==> config.mk <==
export PLATFORM = sky130hd
export DESIGN_NAME = svm_monitor
export DESIGN_NICKNAME = d
export VERILOG_FILES = /design/src/hdl/svm_pkg.sv /design/src/hdl/svm_sync.sv /design/src/hdl/svm_monitor.sv
export SDC_FILE = /design/constraint.sdc
export NUM_CORES = 1
export LEC_CHECK = 0
export BUFFER_PORTS_ARGS = -buffer_cell sky130_fd_sc_hd__buf_2
export CORE_MARGIN = 8
export CORE_UTILIZATION = 31
export CTS_CLUSTER_DIAMETER = 40
export DETAILED_ROUTE_END_ITERATION = 8
export GPL_TIMING_DRIVEN = 0
export PLACE_DENSITY_LB_ADDON = 0.08
export REMOVE_ABC_BUFFERS = 1
export SKIP_CTS_REPAIR_TIMING = 1
export SYNTH_ARGS = -nofsm -noshare
export SYNTH_HDL_FRONTEND = slang
export SYNTH_SLANG_ARGS = --single-unit
==> constraint.sdc <==
create_clock -name clk -period 2.4 [get_ports clk]
set_input_delay 0 -clock clk [delete_from_list [all_inputs] [get_ports clk]]
set_output_delay 0 -clock clk [all_outputs]
set_load 0.02 [all_outputs]
==> src/hdl/svm_pkg.sv <==
// constants, field layouts and carrier types of the supply-voltage monitor
// assumes a 10 MHz system clock and an AXI4-Lite register bus
package svm_pkg;

  //////////////////////////////////////////////////////////////////////////////
  // bus geometry
  localparam int unsigned AXI_AW = 8;
  localparam int unsigned AXI_DW = 32;

  // register byte offsets
  localparam logic [AXI_AW-1:0] OFS_CONTROL  = 8'h00;
  localparam logic [AXI_AW-1:0] OFS_STATUS   = 8'h04;
  localparam logic [AXI_AW-1:0] OFS_MASK     = 8'h08;
  localparam logic [AXI_AW-1:0] OFS_VECTOR   = 8'h0C;
  localparam logic [AXI_AW-1:0] OFS_SET      = 8'h10;

  // decoded register selects
  typedef enum logic [2:0] {
    SVM_SEL_CONTROL = 3'h0,
    SVM_SEL_STATUS  = 3'h1,
    SVM_SEL_MASK    = 3'h2,
    SVM_SEL_VECTOR  = 3'h3,
    SVM_SEL_SET     = 3'h4,
    SVM_SEL_NONE    = 3'h7
  } svm_sel_t;

  // bus responses
  localparam logic [1:0] RESP_OKAY   = 2'h0;
  localparam logic [1:0] RESP_SLVERR = 2'h2;

  //////////////////////////////////////////////////////////////////////////////
  // control register layout
  localparam int unsigned BIT_DETECT  = 5;
  localparam int unsigned BIT_ENABLE  = 4;
  localparam int unsigned BIT_BGBUF   = 3;
  localparam int unsigned LEVEL_MSB   = 2;
  localparam logic [7:0]  CONTROL_RST = 8'h00;
  localparam logic [7:0]  CONTROL_WMASK = 8'h1F;

  // status, mask and set registers: bit 0 is the supply-low request
  localparam int unsigned BIT_REQ     = 0;
  // vector register: bit 0 global enable, bit 1 multifunction enable
  localparam int unsigned BIT_GLOBAL  = 0;
  localparam int unsigned BIT_MULTI   = 1;

  typedef struct packed {
    logic [1:0] unused;
    logic       supply_low_detect_flag;
    logic       detector_enable;
    logic       bandgap_buffer_enable;
    logic [2:0] trip_level_select;
  } svm_control_t;

  // signals toward the analog comparator and bandgap
  typedef struct packed {
    logic       detector_on;
    logic       bandgap_on;
    logic [2:0] trip_level_select;
  } svm_analog_t;

  //////////////////////////////////////////////////////////////////////////////
  // timing
  localparam int unsigned CLK_PERIOD_NS          = 100;
  localparam int unsigned DETECT_TO_IRQ_DELAY_NS = 20000;
  localparam logic [15:0] DETECT_TO_IRQ_CYCLES   =
    16'((DETECT_TO_IRQ_DELAY_NS + CLK_PERIOD_NS - 1) / CLK_PERIOD_NS);

endpackage

==> src/hdl/svm_sync.sv <==
// three-stage synchroniser with agreement filter
// assumes an asynchronous level input and one system clock
`timescale 1ns/10ps
module svm_sync
  import svm_pkg::*;
(
  // clock and reset
  input  wire logic clk,
  input  wire logic rst,
  // level in and out
  input  wire logic async_in,
  output logic      sync_out
);

  logic stage1;
  logic stage2;
  logic stage3;

  // shift chain; stage1 feeds only stage2
  always_ff @(posedge clk) begin
    if (rst) begin
      stage1 <= 1'b0;
      stage2 <= 1'b0;
      stage3 <= 1'b0;
    end else begin
      stage1 <= async_in;
      stage2 <= stage1;
      stage3 <= stage2;
    end
  end

  // output moves once the last two stages agree
  always_ff @(posedge clk) begin
    if (rst) begin
      sync_out <= 1'b0;
    end else if (stage2 == stage3) begin
      sync_out <= stage3;
    end
  end

endmodule // svm_sync

==> src/hdl/svm_monitor.sv <==
// supply-voltage monitor: control register, detect flag, delayed request,
// wake-up pulse and gated interrupt behind an AXI4-Lite slave
// assumes the comparator output is asynchronous and the strap is synchronous
//
// The AXI4-Lite register port and the register addresses were chosen for this implementation.
`timescale 1ns/10ps
module svm_monitor
  import svm_pkg::*;
(
  // clock and reset
  input  wire logic              clk,
  input  wire logic              rst,
  // axi4-lite write address
  input  wire logic              s_axi_awvalid,
  output logic                   s_axi_awready,
  input  wire logic [AXI_AW-1:0] s_axi_awaddr,
  input  wire logic [2:0]        s_axi_awprot,
  // axi4-lite write data
  input  wire logic              s_axi_wvalid,
  output logic                   s_axi_wready,
  input  wire logic [AXI_DW-1:0] s_axi_wdata,
  input  wire logic [3:0]        s_axi_wstrb,
  // axi4-lite write response
  output logic                   s_axi_bvalid,
  input  wire logic              s_axi_bready,
  output logic [1:0]             s_axi_bresp,
  // axi4-lite read address
  input  wire logic              s_axi_arvalid,
  output logic                   s_axi_arready,
  input  wire logic [AXI_AW-1:0] s_axi_araddr,
  input  wire logic [2:0]        s_axi_arprot,
  // axi4-lite read data
  output logic                   s_axi_rvalid,
  input  wire logic              s_axi_rready,
  output logic [AXI_DW-1:0]      s_axi_rdata,
  output logic [1:0]             s_axi_rresp,
  // analog side
  input  wire logic              supply_below_level,
  input  wire logic              reset_level_detector,
  output svm_analog_t            analog_ctrl,
  // power mode and system
  input  wire logic              low_power_mode,
  output logic                   wake_request,
  output logic                   irq
);

  //////////////////////////////////////////////////////////////////////////////
  // address decode, shared by read and write paths
  function automatic svm_sel_t svm_decode(input logic [AXI_AW-1:0] addr);
    unique case (addr)
      OFS_CONTROL: svm_decode = SVM_SEL_CONTROL;
      OFS_STATUS:  svm_decode = SVM_SEL_STATUS;
      OFS_MASK:    svm_decode = SVM_SEL_MASK;
      OFS_VECTOR:  svm_decode = SVM_SEL_VECTOR;
      OFS_SET:     svm_decode = SVM_SEL_SET;
      default:     svm_decode = SVM_SEL_NONE;
    endcase
  endfunction

  svm_control_t      control;
  logic              supply_low_irq_request;
  logic              supply_low_irq_enable;
  logic              global_irq_enable;
  logic              multifunction_enable;
  logic              below_sync;
  logic [15:0]       delay_count;
  logic              request_prev;
  logic              aw_held;
  logic              w_held;
  logic [AXI_AW-1:0] aw_addr;
  logic [AXI_DW-1:0] w_data;
  logic [3:0]        w_strb;
  logic              do_write;
  svm_sel_t          wsel;
  logic              wr_lane0;
  logic              delay_done;
  logic              clear_req;
  logic              set_req;

  //////////////////////////////////////////////////////////////////////////////
  // comparator input crosses into the clock domain
  svm_sync u_below_sync (
    .clk      (clk),
    .rst      (rst),
    .async_in (supply_below_level),
    .sync_out (below_sync)
  );

  //////////////////////////////////////////////////////////////////////////////
  // write channel capture, either order
  assign s_axi_awready = !aw_held && !s_axi_bvalid;
  assign s_axi_wready  = !w_held && !s_axi_bvalid;
  assign do_write      = aw_held && w_held && !s_axi_bvalid;
  assign wsel          = svm_decode(aw_addr);
  assign wr_lane0      = do_write && w_strb[0];

  always_ff @(posedge clk) begin
    if (rst) begin
      aw_held <= 1'b0;
      aw_addr <= '0;
    end else if (s_axi_awvalid && s_axi_awready) begin
      aw_held <= 1'b1;
      aw_addr <= s_axi_awaddr;
    end else if (do_write) begin
      aw_held <= 1'b0;
    end
  end

  always_ff @(posedge clk) begin
    if (rst) begin
      w_held <= 1'b0;
      w_data <= '0;
      w_strb <= 4'h0;
    end else if (s_axi_wvalid && s_axi_wready) begin
      w_held <= 1'b1;
      w_data <= s_axi_wdata;
      w_strb <= s_axi_wstrb;
    end else if (do_write) begin
      w_held <= 1'b0;
    end
  end

  // write response, error on unmapped address
  always_ff @(posedge clk) begin
    if (rst) begin
      s_axi_bvalid <= 1'b0;
      s_axi_bresp  <= RESP_OKAY;
    end else if (do_write) begin
      s_axi_bvalid <= 1'b1;
      s_axi_bresp  <= (wsel == SVM_SEL_NONE) ? RESP_SLVERR : RESP_OKAY;
    end else if (s_axi_bready) begin
      s_axi_bvalid <= 1'b0;
    end
  end

  //////////////////////////////////////////////////////////////////////////////
  // control register: one process owns the whole struct, so the flag and
  // the software fields never have two drivers; top bits never stored
  always_ff @(posedge clk) begin
    if (rst) begin
      control.unused                 <= 2'h0;
      control.supply_low_detect_flag <= CONTROL_RST[BIT_DETECT];
      control.detector_enable        <= CONTROL_RST[BIT_ENABLE];
      control.bandgap_buffer_enable  <= CONTROL_RST[BIT_BGBUF];
      control.trip_level_select      <= CONTROL_RST[LEVEL_MSB:0];
    end else begin
      // flag tracks the comparator every cycle while the detector is enabled, in any power mode
      control.supply_low_detect_flag <= control.detector_enable
                                     && below_sync;
      if (wr_lane0 && wsel == SVM_SEL_CONTROL) begin
        control.unused                <= 2'h0;
        control.detector_enable       <= w_data[BIT_ENABLE];
        control.bandgap_buffer_enable <= w_data[BIT_BGBUF];
        control.trip_level_select     <= w_data[LEVEL_MSB:0];
      end
    end
  end

  // interrupt enables
  always_ff @(posedge clk) begin
    if (rst) begin
      supply_low_irq_enable <= 1'b0;
      global_irq_enable     <= 1'b0;
      multifunction_enable  <= 1'b0;
    end else if (wr_lane0) begin
      if (wsel == SVM_SEL_MASK) begin
        supply_low_irq_enable <= w_data[BIT_REQ];
      end
      if (wsel == SVM_SEL_VECTOR) begin
        global_irq_enable    <= w_data[BIT_GLOBAL];
        multifunction_enable <= w_data[BIT_MULTI];
      end
    end
  end

  //////////////////////////////////////////////////////////////////////////////
  // analog controls
  always_ff @(posedge clk) begin
    if (rst) begin
      analog_ctrl <= '0;
    end else begin
      analog_ctrl.detector_on       <= control.detector_enable;
      analog_ctrl.trip_level_select <= control.trip_level_select;
      analog_ctrl.bandgap_on        <= control.detector_enable
                                    || reset_level_detector
                                    || control.bandgap_buffer_enable;
    end
  end

  //////////////////////////////////////////////////////////////////////////////
  // delay counter, restarts when the flag drops
  assign delay_done = (delay_count == DETECT_TO_IRQ_CYCLES - 16'h0001)
                   && control.supply_low_detect_flag;

  always_ff @(posedge clk) begin
    if (rst) begin
      delay_count <= 16'h0000;
    end else if (!control.supply_low_detect_flag) begin
      delay_count <= 16'h0000;
    end else if (delay_count != DETECT_TO_IRQ_CYCLES) begin
      delay_count <= delay_count + 16'h0001;
    end
  end

  // sticky request: hardware set beats software clear
  assign clear_req = wr_lane0 && wsel == SVM_SEL_STATUS && w_data[BIT_REQ];
  assign set_req   = wr_lane0 && wsel == SVM_SEL_SET && w_data[BIT_REQ];

  always_ff @(posedge clk) begin
    if (rst) begin
      supply_low_irq_request <= 1'b0;
    end else if (delay_done || set_req) begin
      supply_low_irq_request <= 1'b1;
    end else if (clear_req) begin
      supply_low_irq_request <= 1'b0;
    end
  end

  // wake pulse on the request's rising edge in low-power mode, enables ignored
  always_ff @(posedge clk) begin
    if (rst) begin
      request_prev <= 1'b0;
      wake_request <= 1'b0;
    end else begin
      request_prev <= supply_low_irq_request;
      wake_request <= supply_low_irq_request && !request_prev
                   && low_power_mode;
    end
  end

  // interrupt level gated by all three enables
  assign irq = supply_low_irq_request && supply_low_irq_enable
            && global_irq_enable && multifunction_enable;

  //////////////////////////////////////////////////////////////////////////////
  // read channel, one cycle latency
  assign s_axi_arready = !s_axi_rvalid;

  always_ff @(posedge clk) begin
    if (rst) begin
      s_axi_rvalid <= 1'b0;
      s_axi_rdata  <= '0;
      s_axi_rresp  <= RESP_OKAY;
    end else if (s_axi_arvalid && s_axi_arready) begin
      s_axi_rvalid <= 1'b1;
      s_axi_rresp  <= RESP_OKAY;
      s_axi_rdata  <= '0;
      unique case (svm_decode(s_axi_araddr))
        SVM_SEL_CONTROL: s_axi_rdata[7:0] <= {2'h0, control[5:0]};
        SVM_SEL_STATUS:  s_axi_rdata[BIT_REQ] <= supply_low_irq_request;
        SVM_SEL_MASK:    s_axi_rdata[BIT_REQ] <= supply_low_irq_enable;
        SVM_SEL_VECTOR:  s_axi_rdata[1:0] <= {multifunction_enable, global_irq_enable};
        SVM_SEL_SET:     s_axi_rdata <= '0;
        SVM_SEL_NONE:    s_axi_rresp <= RESP_SLVERR;
      endcase
    end else if (s_axi_rready) begin
      s_axi_rvalid <= 1'b0;
    end
  end

  //////////////////////////////////////////////////////////////////////////////
  // checks
  property p_level_write;
    @(posedge clk) disable iff (rst)
      (wr_lane0 && wsel == SVM_SEL_CONTROL)
      |=> ##1 analog_ctrl.trip_level_select == $past(w_data[LEVEL_MSB:0], 2);
  endproperty
  a_level_write: assert property (p_level_write)
    else $error("trip level did not follow control write");

  property p_detect_read;
    @(posedge clk) disable iff (rst)
      (s_axi_arvalid && s_axi_arready && svm_decode(s_axi_araddr) == SVM_SEL_CONTROL)
      |=> s_axi_rdata[BIT_DETECT] == $past(control.supply_low_detect_flag);
  endproperty
  a_detect_read: assert property (p_detect_read)
    else $error("detect flag read mismatch");

  property p_detector_off;
    @(posedge clk) disable iff (rst)
      !control.detector_enable |=> !analog_ctrl.detector_on && !control.supply_low_detect_flag;
  endproperty
  a_detector_off: assert property (p_detector_off)
    else $error("detector active while disabled");

  property p_bandgap;
    @(posedge clk) disable iff (rst)
      (control.detector_enable || reset_level_detector || control.bandgap_buffer_enable)
      |=> analog_ctrl.bandgap_on;
  endproperty
  a_bandgap: assert property (p_bandgap)
    else $error("bandgap off while requested");

  property p_top_bits;
    @(posedge clk) disable iff (rst)
      s_axi_rvalid |-> s_axi_rdata[7:6] == 2'h0;
  endproperty
  a_top_bits: assert property (p_top_bits)
    else $error("unimplemented bits read nonzero");

  property p_detect_follow;
    @(posedge clk) disable iff (rst)
      (control.detector_enable && below_sync)[*2] |-> control.supply_low_detect_flag;
  endproperty
  a_detect_follow: assert property (p_detect_follow)
    else $error("detect flag low while supply low");

  property p_request_cause;
    @(posedge clk) disable iff (rst)
      ($rose(supply_low_irq_request) && !$past(set_req))
      |-> $past(delay_count) == DETECT_TO_IRQ_CYCLES - 16'h0001;
  endproperty
  a_request_cause: assert property (p_request_cause)
    else $error("request set before delay elapsed");

  property p_wake;
    @(posedge clk) disable iff (rst)
      ($rose(supply_low_irq_request) && low_power_mode) |=> wake_request;
  endproperty
  a_wake: assert property (p_wake)
    else $error("no wake pulse on request rise");

  property p_sticky;
    @(posedge clk) disable iff (rst)
      (supply_low_irq_request && !clear_req) |=> supply_low_irq_request;
  endproperty
  a_sticky: assert property (p_sticky)
    else $error("request cleared without software");

  property p_irq_gate;
    @(posedge clk) disable iff (rst)
      irq |-> global_irq_enable && multifunction_enable && supply_low_irq_enable;
  endproperty
  a_irq_gate: assert property (p_irq_gate)
    else $error("interrupt without all enables");

  property p_restart;
    @(posedge clk) disable iff (rst)
      !control.supply_low_detect_flag |=> delay_count == 16'h0000;
  endproperty
  a_restart: assert property (p_restart)
    else $error("delay count not restarted");

endmodule // svm_monitor

==> results.sh, run 1 <==
export IMPL_io_pin_count=116
export IMPL_track_usage=0.1006
export IMPL_initial_core_util=0.3186
export IMPL_path_max_fanout=6
export IMPL_min_from="s_axi_araddr[5]"
export IMPL_worstReg2RegStart="aw_addr[0]"
export IMPL_irDropWorstVdd_uv=268.7
export IMPL_dieArea_um2=12200
export IMPL_crit_chain="or4_1 -> nor4_4 -> mux2i_1 -> nor2_1"
export IMPL_whs_endpoint="s_axi_rdata[0]"
export IMPL_synth_ff_type="dfxtp_1"
export IMPL_drt_wl_total_mm=6.176
export IMPL_synth_area_um2=2765
export IMPL_dpl_cell_area_um2=3004
export IMPL_synth_cells=298
export IMPL_final_cell_mix="dfxtp_1 (63), buf_2 (51), nor2_1 (50), conb_1 (28), mux2i_1 (23)"
export IMPL_grt_pass1_vias=2055
export IMPL_drt_pass1_iterations=4
export IMPL_antenna_left=0
export IMPL_fin_nets=439
export IMPL_finalHoldViolCount=0
export IMPL_regToRegSetupSlack_ps=380
export IMPL_clockBufferDepth=2
export IMPL_cts_buffers=9
export IMPL_arrival_ps=2210
export IMPL_htree_levels=3
export IMPL_holdPathStages=4
export IMPL_rsz0062_at_grt="false"
export IMPL_yosys_area_top_type_share=0.4561
export IMPL_via_count=2182
export IMPL_ys_warn_count=0
export IMPL_powerDensity_nw_per_um2=682.5
export IMPL_max_stage_delay_ps=680
export IMPL_grt_overflow=0
export IMPL_drive_gt1_frac=0.1872
export IMPL_worst_pin_slew_ps=858.3
export IMPL_via_per_inst=4.527
export IMPL_ff2ff_path_depth=4
export IMPL_crit_slowest_cell="or4_1"
export IMPL_cts_tree="yes"
export IMPL_start_kind="flop"
export IMPL_grt_first_pass_wirelength_mm=10.09
export IMPL_crit_type="flop to flop"
export IMPL_die_h_um=110.4
export IMPL_worstSetupEndpointType="flop"
export IMPL_place_congestion=0.7231
export IMPL_wl_per_cell_um=12.81
export IMPL_min_period_over_period=0.8404
export IMPL_io_buffers=51
export IMPL_clock_fmax_ghz=0.4958
export IMPL_ys_seq_area_frac=0.4561
export IMPL_coreArea_um2=8678
export IMPL_synth_seq_cells=63
export IMPL_antenna_found_initial=0
export IMPL_finalCoreUtilization=0.3962
export IMPL_die_width_um=110.4
export IMPL_grt_max_degree=47
export IMPL_post_place_cells=445
export IMPL_finalInstanceArea_um2=3438
export IMPL_critPathRequiredTime_ps=2600
export IMPL_layout_commonest_cell="dfxtp_1"
export IMPL_min_period_ps=2017
export IMPL_row_count=34
export IMPL_cts_clk_slew_worst_paths_ps=70
export IMPL_timing_setup_tns_ps=0
export IMPL_relSlewSlack=0.4278
export IMPL_r2r_end="control[2]"
export IMPL_area_delta_synth_final_pct=24.34
export IMPL_synth_edf_count=0
export IMPL_setup_violations_final=0
export IMPL_drtIter0Drc=91
export IMPL_drv_cap=0
export IMPL_fin_cells=482
export IMPL_outcome="completed"
export IMPL_p_leak_nw=1.387
export IMPL_yosysTopAreaCell="dfxtp_1"
export IMPL_synthTopCellsByArea="dfxtp_1 (46%), mux2i_1 (8.3%), buf_4 (7.6%)"
export IMPL_clock_sinks=63
export IMPL_drc=0
export IMPL_skew_ps=6.815
export IMPL_num_antenna_cells=0
export IMPL_synth_async_reset_ratio=0
export IMPL_root_buffer="clkbuf_8"
export IMPL_avgSynthCellArea_um2=9.279
export IMPL_hold_path_class="input pin to flop"
export IMPL_clk_latency_ps=340
export IMPL_finalMaxSlewViolations=0
export IMPL_synth_cell_types=43
export IMPL_post_dp_hpwl_mm=4.334
## metrics by stage
step / power (mW) / setup slack (ps) / hold slack [ps]
detailed placement: 1.306 / 359.1 / 219.0
global route: 2.463 / 214.1 / 73.42
floorplan: 1.238 / 611.5 / 69.07
finish: 2.347 / 383.0 / 62.75
CTS: 2.360 / 365.2 / -143.1
global placement: 1.305 / 372.5 / 221.4
## how the worst max path moves through the flow
stage / end / from / cells past startpoint / slack [ps]
final: control[2] / aw_addr[0] / 4 / 380
after global routing: control[1] / aw_addr[0] / 4 / 210
after CTS: control[0] / aw_addr[0] / 4 / 370
after detailed placement: control[3] / aw_addr[0] / 4 / 360
after global placement: control[0] / aw_addr[0] / 4 / 370
after floorplan: multifunction_enable / aw_addr[0] / 4 / 610
## where the power goes
part	internal, mW	total [mW]	switching, mW
logic	0.0862	0.214	0.128
clock network	0.641	1.04	0.397
registers	1.07	1.09	0.0223
## final cells by class
cell class	count	area, um^2
sequential	63	1261
inverter	9	33.78
timing repair buffer	72	465.4
clock buffer	13	158.9
fill	883	5240
multi-input combinational	214	1319
tap	108	135.1
clock inverter	3	65.06
## metal layers
metal	track usage	vias to the layer above	routed length, um
met5	0	-	0
met4	0.04865	0	99
met3	0.05032	8	531
met2	0.1355	82	2512
met1	0.1286	980	3032
li1	-	1112	-
## cell usage after synthesis, types with 2 or more instances
master,count
or3_1,3
nor2b_1,9
o21ai_0,4
nand4_1,6
buf_4,28
inv_1,9
ha_1,2
xor2_1,5
and4b_1,2
a31oi_1,2
and2_1,2
a22oi_1,5
nand2b_1,5
a21oi_1,10
or3b_2,2
nor4_1,7
and3b_1,2
dfxtp_1,63
or4_1,4
or4b_1,2
nand3_1,6
nor2_1,50
clkbuf_1,10
and4_1,2
xnor2_1,7
nand2_1,7
mux2i_1,23
nor3_1,6
## registers in the layout, indices dropped and copies added, names as in the netlist
register                flops
aw_addr                     8
wake_request                1
aw_held                     1
s_axi_rresp                 1
u_below_sync.sync_out       1
analog_ctrl                 5
s_axi_rvalid                1
supply_low_irq_enable       1
control                     6
request_prev                1
u_below_sync.stage1         1
supply_low_irq_request      1
s_axi_rdata                 6
s_axi_bresp                 1
u_below_sync.stage2         1
w_held                      1
w_strb                      1
multifunction_enable        1
delay_count                16
s_axi_bvalid                1
w_data                      5
u_below_sync.stage3         1
global_irq_enable           1
## cell families after synthesis
family,share of synthesized area
DFF,0.4561
xor gates and xnor gates,0.03801
AOI/OAI and AO/OA,0.05521
adders and majority gates,0.009048
other,0.001356
and+or+nand+nor,0.2453
buffers and inverters,0.1036
muxes,0.09140
## worst max-delay path, delay by kind of cell, from the launching register on
family	cells	cell delay, ps
mux	1	240
flops	1	320
simple gates	3	1310
(Power assumes the default switching activity.)
==> run 2: changes to the inputs <==
==> constraint.sdc (replaced) <==
create_clock -name clk -period 1.84 [get_ports clk]
set_input_delay 0 -clock clk [delete_from_list [all_inputs] [get_ports clk]]
set_output_delay 0 -clock clk [all_outputs]
set_load 0.02 [all_outputs]
==> results.sh, run 2 (same netlist as run 1, synthesis figures left out) <==
export IMPL_via_per_inst=4.535
export IMPL_clock_sinks=63
export IMPL_top_register="delay_count"
export IMPL_drv_cap=0
export IMPL_min_period_ps=1728
export IMPL_antenna_found_initial=0
export IMPL_switchingPower_uw=722.8
export IMPL_cts_tree="yes"
export IMPL_setup_ws_ps=112.1
export IMPL_drt_pass1_iterations=4
export IMPL_skew_ps=6.345
export IMPL_path_max_fanout=5
export IMPL_die_h_um=110.4
export IMPL_intPower_mw=2.360
export IMPL_clk_latency_ps=340
export IMPL_drt_wl_total_mm=6.216
export IMPL_comb_power_share=0.095
export IMPL_grt_pass1_vias=2055
export IMPL_pre_cts_ws_ps=-200.9
export IMPL_layout_commonest_cell="dfxtp_1"
export IMPL_dieArea_um2=12200
export IMPL_ff2ff_path_depth=6
export IMPL_finalMaxSlewViolations=0
export IMPL_p_clk_frac=0.441
export IMPL_place_congestion=0.7231
export IMPL_regToRegSetupSlack_ps=110
export IMPL_root_buffer="clkbuf_8"
export IMPL_swShare=0.2345
export IMPL_area_delta_synth_final_pct=26.02
export IMPL_crit_start="aw_addr[6]"
export IMPL_hold_path_class="input pin to flop"
export IMPL_finalHoldViolCount=0
export IMPL_irDropWorstVdd_uv=350.9
export IMPL_row_count=34
export IMPL_htree_levels=3
export IMPL_largest_reg_flops=16
export IMPL_worstReg2RegStart="aw_addr[6]"
export IMPL_r2r_end="control[1]"
export IMPL_num_antenna_cells=0
export IMPL_clockBufferDepth=2
export IMPL_grt_max_degree=47
export IMPL_io_pin_count=116
export IMPL_cts_buffers=9
export IMPL_antenna_left=0
export IMPL_die_width_um=110.4
export IMPL_finalCoreUtilization=0.4015
export IMPL_drtIter0Drc=72
export IMPL_outcome="completed"
export IMPL_relSlewSlack=0.4408
export IMPL_final_cell_mix="dfxtp_1 (61), buf_2 (51), nor2_1 (50), conb_1 (28), mux2i_1 (23)"
export IMPL_cp_endpoint="control[1]"
export IMPL_io_buffers=51
export IMPL_hold_worst_slack_ps=73.09
export IMPL_powerDensity_nw_per_um2=884.7
export IMPL_p_leak_nw=1.408
export IMPL_clock_fmax_ghz=0.5787
export IMPL_initial_core_util=0.3186
export IMPL_via_count=2204
export IMPL_grt_first_pass_wirelength_mm=10.09
export IMPL_crit_type="flop to flop"
export IMPL_cts_clk_slew_worst_paths_ps=70
export IMPL_worst_pin_slew_ps=838.8
export IMPL_rsz0062_at_grt="false"
export IMPL_worstSetupEndpointType="flop"
export IMPL_start_kind="flop"
export IMPL_grt_overflow=0
export IMPL_setup_violations_final=0
export IMPL_critPathRequiredTime_ps=2040
export IMPL_track_usage=0.1006
export IMPL_drc=0
export IMPL_p_seq_frac=0.463
export IMPL_arrival_ps=1930
export IMPL_post_dp_hpwl_mm=4.334
export IMPL_wl_per_cell_um=12.79
export IMPL_top_regs="delay_count (16), aw_addr (8)"
export IMPL_fin_nets=443
export IMPL_min_period_over_period=0.9391
export IMPL_drive_gt1_frac=0.2063
export IMPL_coreArea_um2=8678
==> run 2: layer usage <==
metal	part of all wire	global-route usage
met2	0.41	0.1355
met3	0.084	0.05032
met4	0.015	0.04865
met1	0.49	0.1286
met5	0	0
==> run 2: layout make-up <==
type | count | area [um^2]
Clock inverter | 3 | 65.06
Multi-Input combinational cell | 214 | 1329
Timing Repair Buffer | 76 | 499.2
Inverter | 9 | 33.78
Fill cell | 888 | 5194
Sequential cell | 63 | 1264
Tap cell | 108 | 135.1
Clock buffer | 13 | 158.9
==> run 2: power by group through the flow <==
stage | sequential (mW) | combinational [mW] | clock (mW)
final | 1.43 | 0.294 | 1.36
after global placement | 1.46 | 0.243 | 0
after detailed placement | 1.46 | 0.245 | 0
after CTS | 1.43 | 0.245 | 1.41
after floorplan | 1.46 | 0.156 | 0
after global routing | 1.43 | 0.324 | 1.47
==> run 2: how the worst min path moves through the flow <==
stage                            start                   to  slack, ps  cells after the start
global placement    supply_below_level  u_below_sync.stage1        220                      2
global route           s_axi_araddr[5]       s_axi_rdata[0]         90                      4
detailed placement  supply_below_level  u_below_sync.stage1        220                      2
floorplan                          rst       s_axi_rdata[1]         70                      1
CTS                 supply_below_level  u_below_sync.stage1       -140                      2
finish                 s_axi_araddr[5]       s_axi_rdata[0]         70                      4
==> run 2: worst max-delay path, stage by stage (launching register included) <==
cell and delay (ps):
dfxtp_1 320, or4_4 570, buf_4 160, nor4_4 130, buf_6 170, mux2i_1 180
nor2_1 50
==> run 2: metrics by stage <==
step / area (um^2) / std cells / power, mW / TNS, ps
after floorplan: 2614 / 286 / 1.615 / 0
after global placement: 3004 / 445 / 1.702 / -1062
after detailed placement: 3004 / 445 / 1.704 / -1173
after CTS: 3228 / 461 / 3.079 / -1196
after global routing: 3485 / 486 / 3.228 / 0
final: 3485 / 486 / 3.083 / 0
==> run 3: changes to the inputs <==
--- a/config.mk
+++ b/config.mk
@@ -5,9 +5,12 @@
 export SDC_FILE = /design/constraint.sdc
 export NUM_CORES = 1
 export LEC_CHECK = 0
+export ABC_AREA = 1
 export BUFFER_PORTS_ARGS = -buffer_cell sky130_fd_sc_hd__buf_2
+export CELL_PAD_IN_SITES_DETAIL_PLACEMENT = 0
+export CELL_PAD_IN_SITES_GLOBAL_PLACEMENT = 1
 export CORE_MARGIN = 8
-export CORE_UTILIZATION = 31
+export CORE_UTILIZATION = 30
 export CTS_CLUSTER_DIAMETER = 40
 export DETAILED_ROUTE_END_ITERATION = 8
 export GPL_TIMING_DRIVEN = 0
==> results.sh, run 3 <==
export IMPL_crit_type="flop to flop"
export IMPL_die_width_um=114.3
export IMPL_largest_reg_flops=16
export IMPL_row_count=36
export IMPL_synth_ff_type="dfxtp_1"
export IMPL_finalMaxSlewViolations=0
export IMPL_synth_cells=406
export IMPL_synthTopCellsByArea="dfxtp_1 (43%), nor2_1 (9.8%), nand2_1 (8.3%)"
export IMPL_arrival_ps=1890
export IMPL_clock_fmax_ghz=0.6038
export IMPL_finalHoldViolCount=1
export IMPL_dpl_cell_area_um2=3189
export IMPL_wl_per_cell_um=11.64
export IMPL_synth_area_um2=2902
export IMPL_synth_async_reset_ratio=0
export IMPL_synth_edf_count=0
export IMPL_min_period_ps=1656
export IMPL_path_max_fanout=8
export IMPL_via_count=2638
export IMPL_p_leak_nw=1.501
export IMPL_yosysTopAreaCell="dfxtp_1"
export IMPL_io_pin_count=116
export IMPL_critPathBufInv=3
export IMPL_crit_slowest_cell="dlygate4sd3_1"
export IMPL_ys_warn_count=0
export IMPL_top_regs="delay_count (16), aw_addr (8)"
export IMPL_cts_tree="yes"
export IMPL_grt_max_degree=25
export IMPL_powerDensity_nw_per_um2=858.9
export IMPL_cts_clk_slew_worst_paths_ps=70
export IMPL_die_h_um=114.3
export IMPL_antenna_found_initial=0
export IMPL_cp_common_cell="inv_1"
export IMPL_crit_family="buffers and inverters"
export IMPL_relSlewSlack=0.6554
export IMPL_drt_pass1_iterations=4
export IMPL_layout_commonest_cell="nor2_1"
export IMPL_violations="negative hold slack"
export IMPL_htree_levels=3
export IMPL_synth_seq_cells=63
export IMPL_grt_overflow=0
export IMPL_critPathRequiredTime_ps=2070
export IMPL_io_buffers=51
export IMPL_num_antenna_cells=0
export IMPL_crit_chain="inv_1 -> nand2_1 -> inv_1 -> o21ai_0 -> a31oi_1 -> dlygate4sd3_1"
export IMPL_root_buffer="clkbuf_8"
export IMPL_max_stage_delay_ps=560
export IMPL_min_period_over_period=0.9001
export IMPL_worstSetupEndpointType="flop"
export IMPL_worst_pin_slew_ps=514.0
export IMPL_dieArea_um2=13070
export IMPL_drive_gt1_frac=0.1704
export IMPL_place_congestion=0.7268
export IMPL_synth_common_cells="nor2_1 (76), nand2_1 (64), dfxtp_1 (63), inv_1 (45), a21oi_1 (34)"
export IMPL_top_register="delay_count"
export IMPL_clockBufferDepth=2
export IMPL_coreArea_um2=9594
export IMPL_finalInstanceArea_um2=3620
export IMPL_yosys_area_top_type_share=0.4347
export IMPL_hold_worst_slack_ps=-29.66
export IMPL_synth_cell_types=27
export IMPL_rsz0062_at_grt="false"
export IMPL_drc=0
export IMPL_area_delta_synth_final_pct=24.75
export IMPL_clock_sinks=63
export IMPL_drt_wl_total_mm=7.218
export IMPL_hold_path_class="input pin to flop"
export IMPL_ys_seq_area_frac=0.4347
export IMPL_timing_setup_tns_ps=0
export IMPL_initial_core_util=0.3024
export IMPL_outcome="finished with violations"
export IMPL_post_dp_hpwl_mm=5.260
export IMPL_yosysMostFrequentCell="nor2_1"
export IMPL_setup_violations_final=0
export IMPL_post_place_cells=583
export IMPL_via_per_inst=4.255
export IMPL_cts_buffers=9
export IMPL_final_cell_mix="nor2_1 (76), nand2_1 (64), dfxtp_1 (63), buf_2 (51), inv_1 (44)"
export IMPL_start_kind="flop"
export IMPL_clk_latency_ps=340
export IMPL_drtIter0Drc=120
export IMPL_fin_cells=620
export IMPL_irDropWorstVdd_uv=313.2
export IMPL_drv_cap=0
export IMPL_skew_ps=9.427
export IMPL_grt_first_pass_wirelength_mm=11.55
export IMPL_track_usage=0.1115
export IMPL_finalCoreUtilization=0.3773
export IMPL_antenna_left=0
export IMPL_fin_nets=552
export IMPL_grt_pass1_vias=2515
export IMPL_avgSynthCellArea_um2=7.147
-- run 3: logic make-up after synthesis --
family,synth area share
xor gates and xnor gates,0.003019
buffers and inverters,0.1406
DFF,0.4347
other,0.001292
adders and majority gates,0.008623
and+or+nand+nor,0.2885
AOI/OAI and AO/OA,0.1233
-- run 3: routing by layer --
| layer | track usage | routed length, um | vias to the layer above |
|---|---|---|---|
| li1 | - | - | 1393 |
| met1 | 0.1384 | 3504 | 1169 |
| met2 | 0.1707 | 3190 | 68 |
| met3 | 0.02901 | 445 | 8 |
| met4 | 0.06477 | 78 | 0 |
| met5 | 0 | 0 | - |
-- run 3: worst min-delay path: cells and delay by family --
kind	cells	cell delay [ps]
buf+inv	1	80
compound gates	2	190
-- run 3: path summary, 6_finish.rpt --
check	endpoint	cells after the start	from	slack, ps
max	s_axi_rresp[1]	6	s_axi_rvalid	180
max reg2reg	s_axi_rresp[1]	6	s_axi_rvalid	180
min reg2reg	wake_request	1	request_prev	380
min	aw_addr[5]	3	s_axi_awaddr[5]	-30
-- run 3: per-stage QoR --
stage	setup slack, ps	power [mW]
floorplan	442.9	1.662
global placement	-274.9	1.761
detailed placement	-288.4	1.763
CTS	89.43	3.125
global route	46.65	3.265
finish	183.7	3.109
-- run 3: layout make-up --
class	instances	area, um^2
repair buffers	71	455.4
clock inverters	7	97.59
well taps	133	166.4
flip-flops and latches	63	1261
fillers	1058	5974
repair inverters	1	5.005
clock buffers	9	123.9
inverters	46	176.4
multi-input cells	290	1334
-- run 3: power by group --
group | internal [mW] | switching, mW
Clock | 0.764 | 0.579
Combinational | 0.113 | 0.216
Sequential | 1.41 | 0.0295
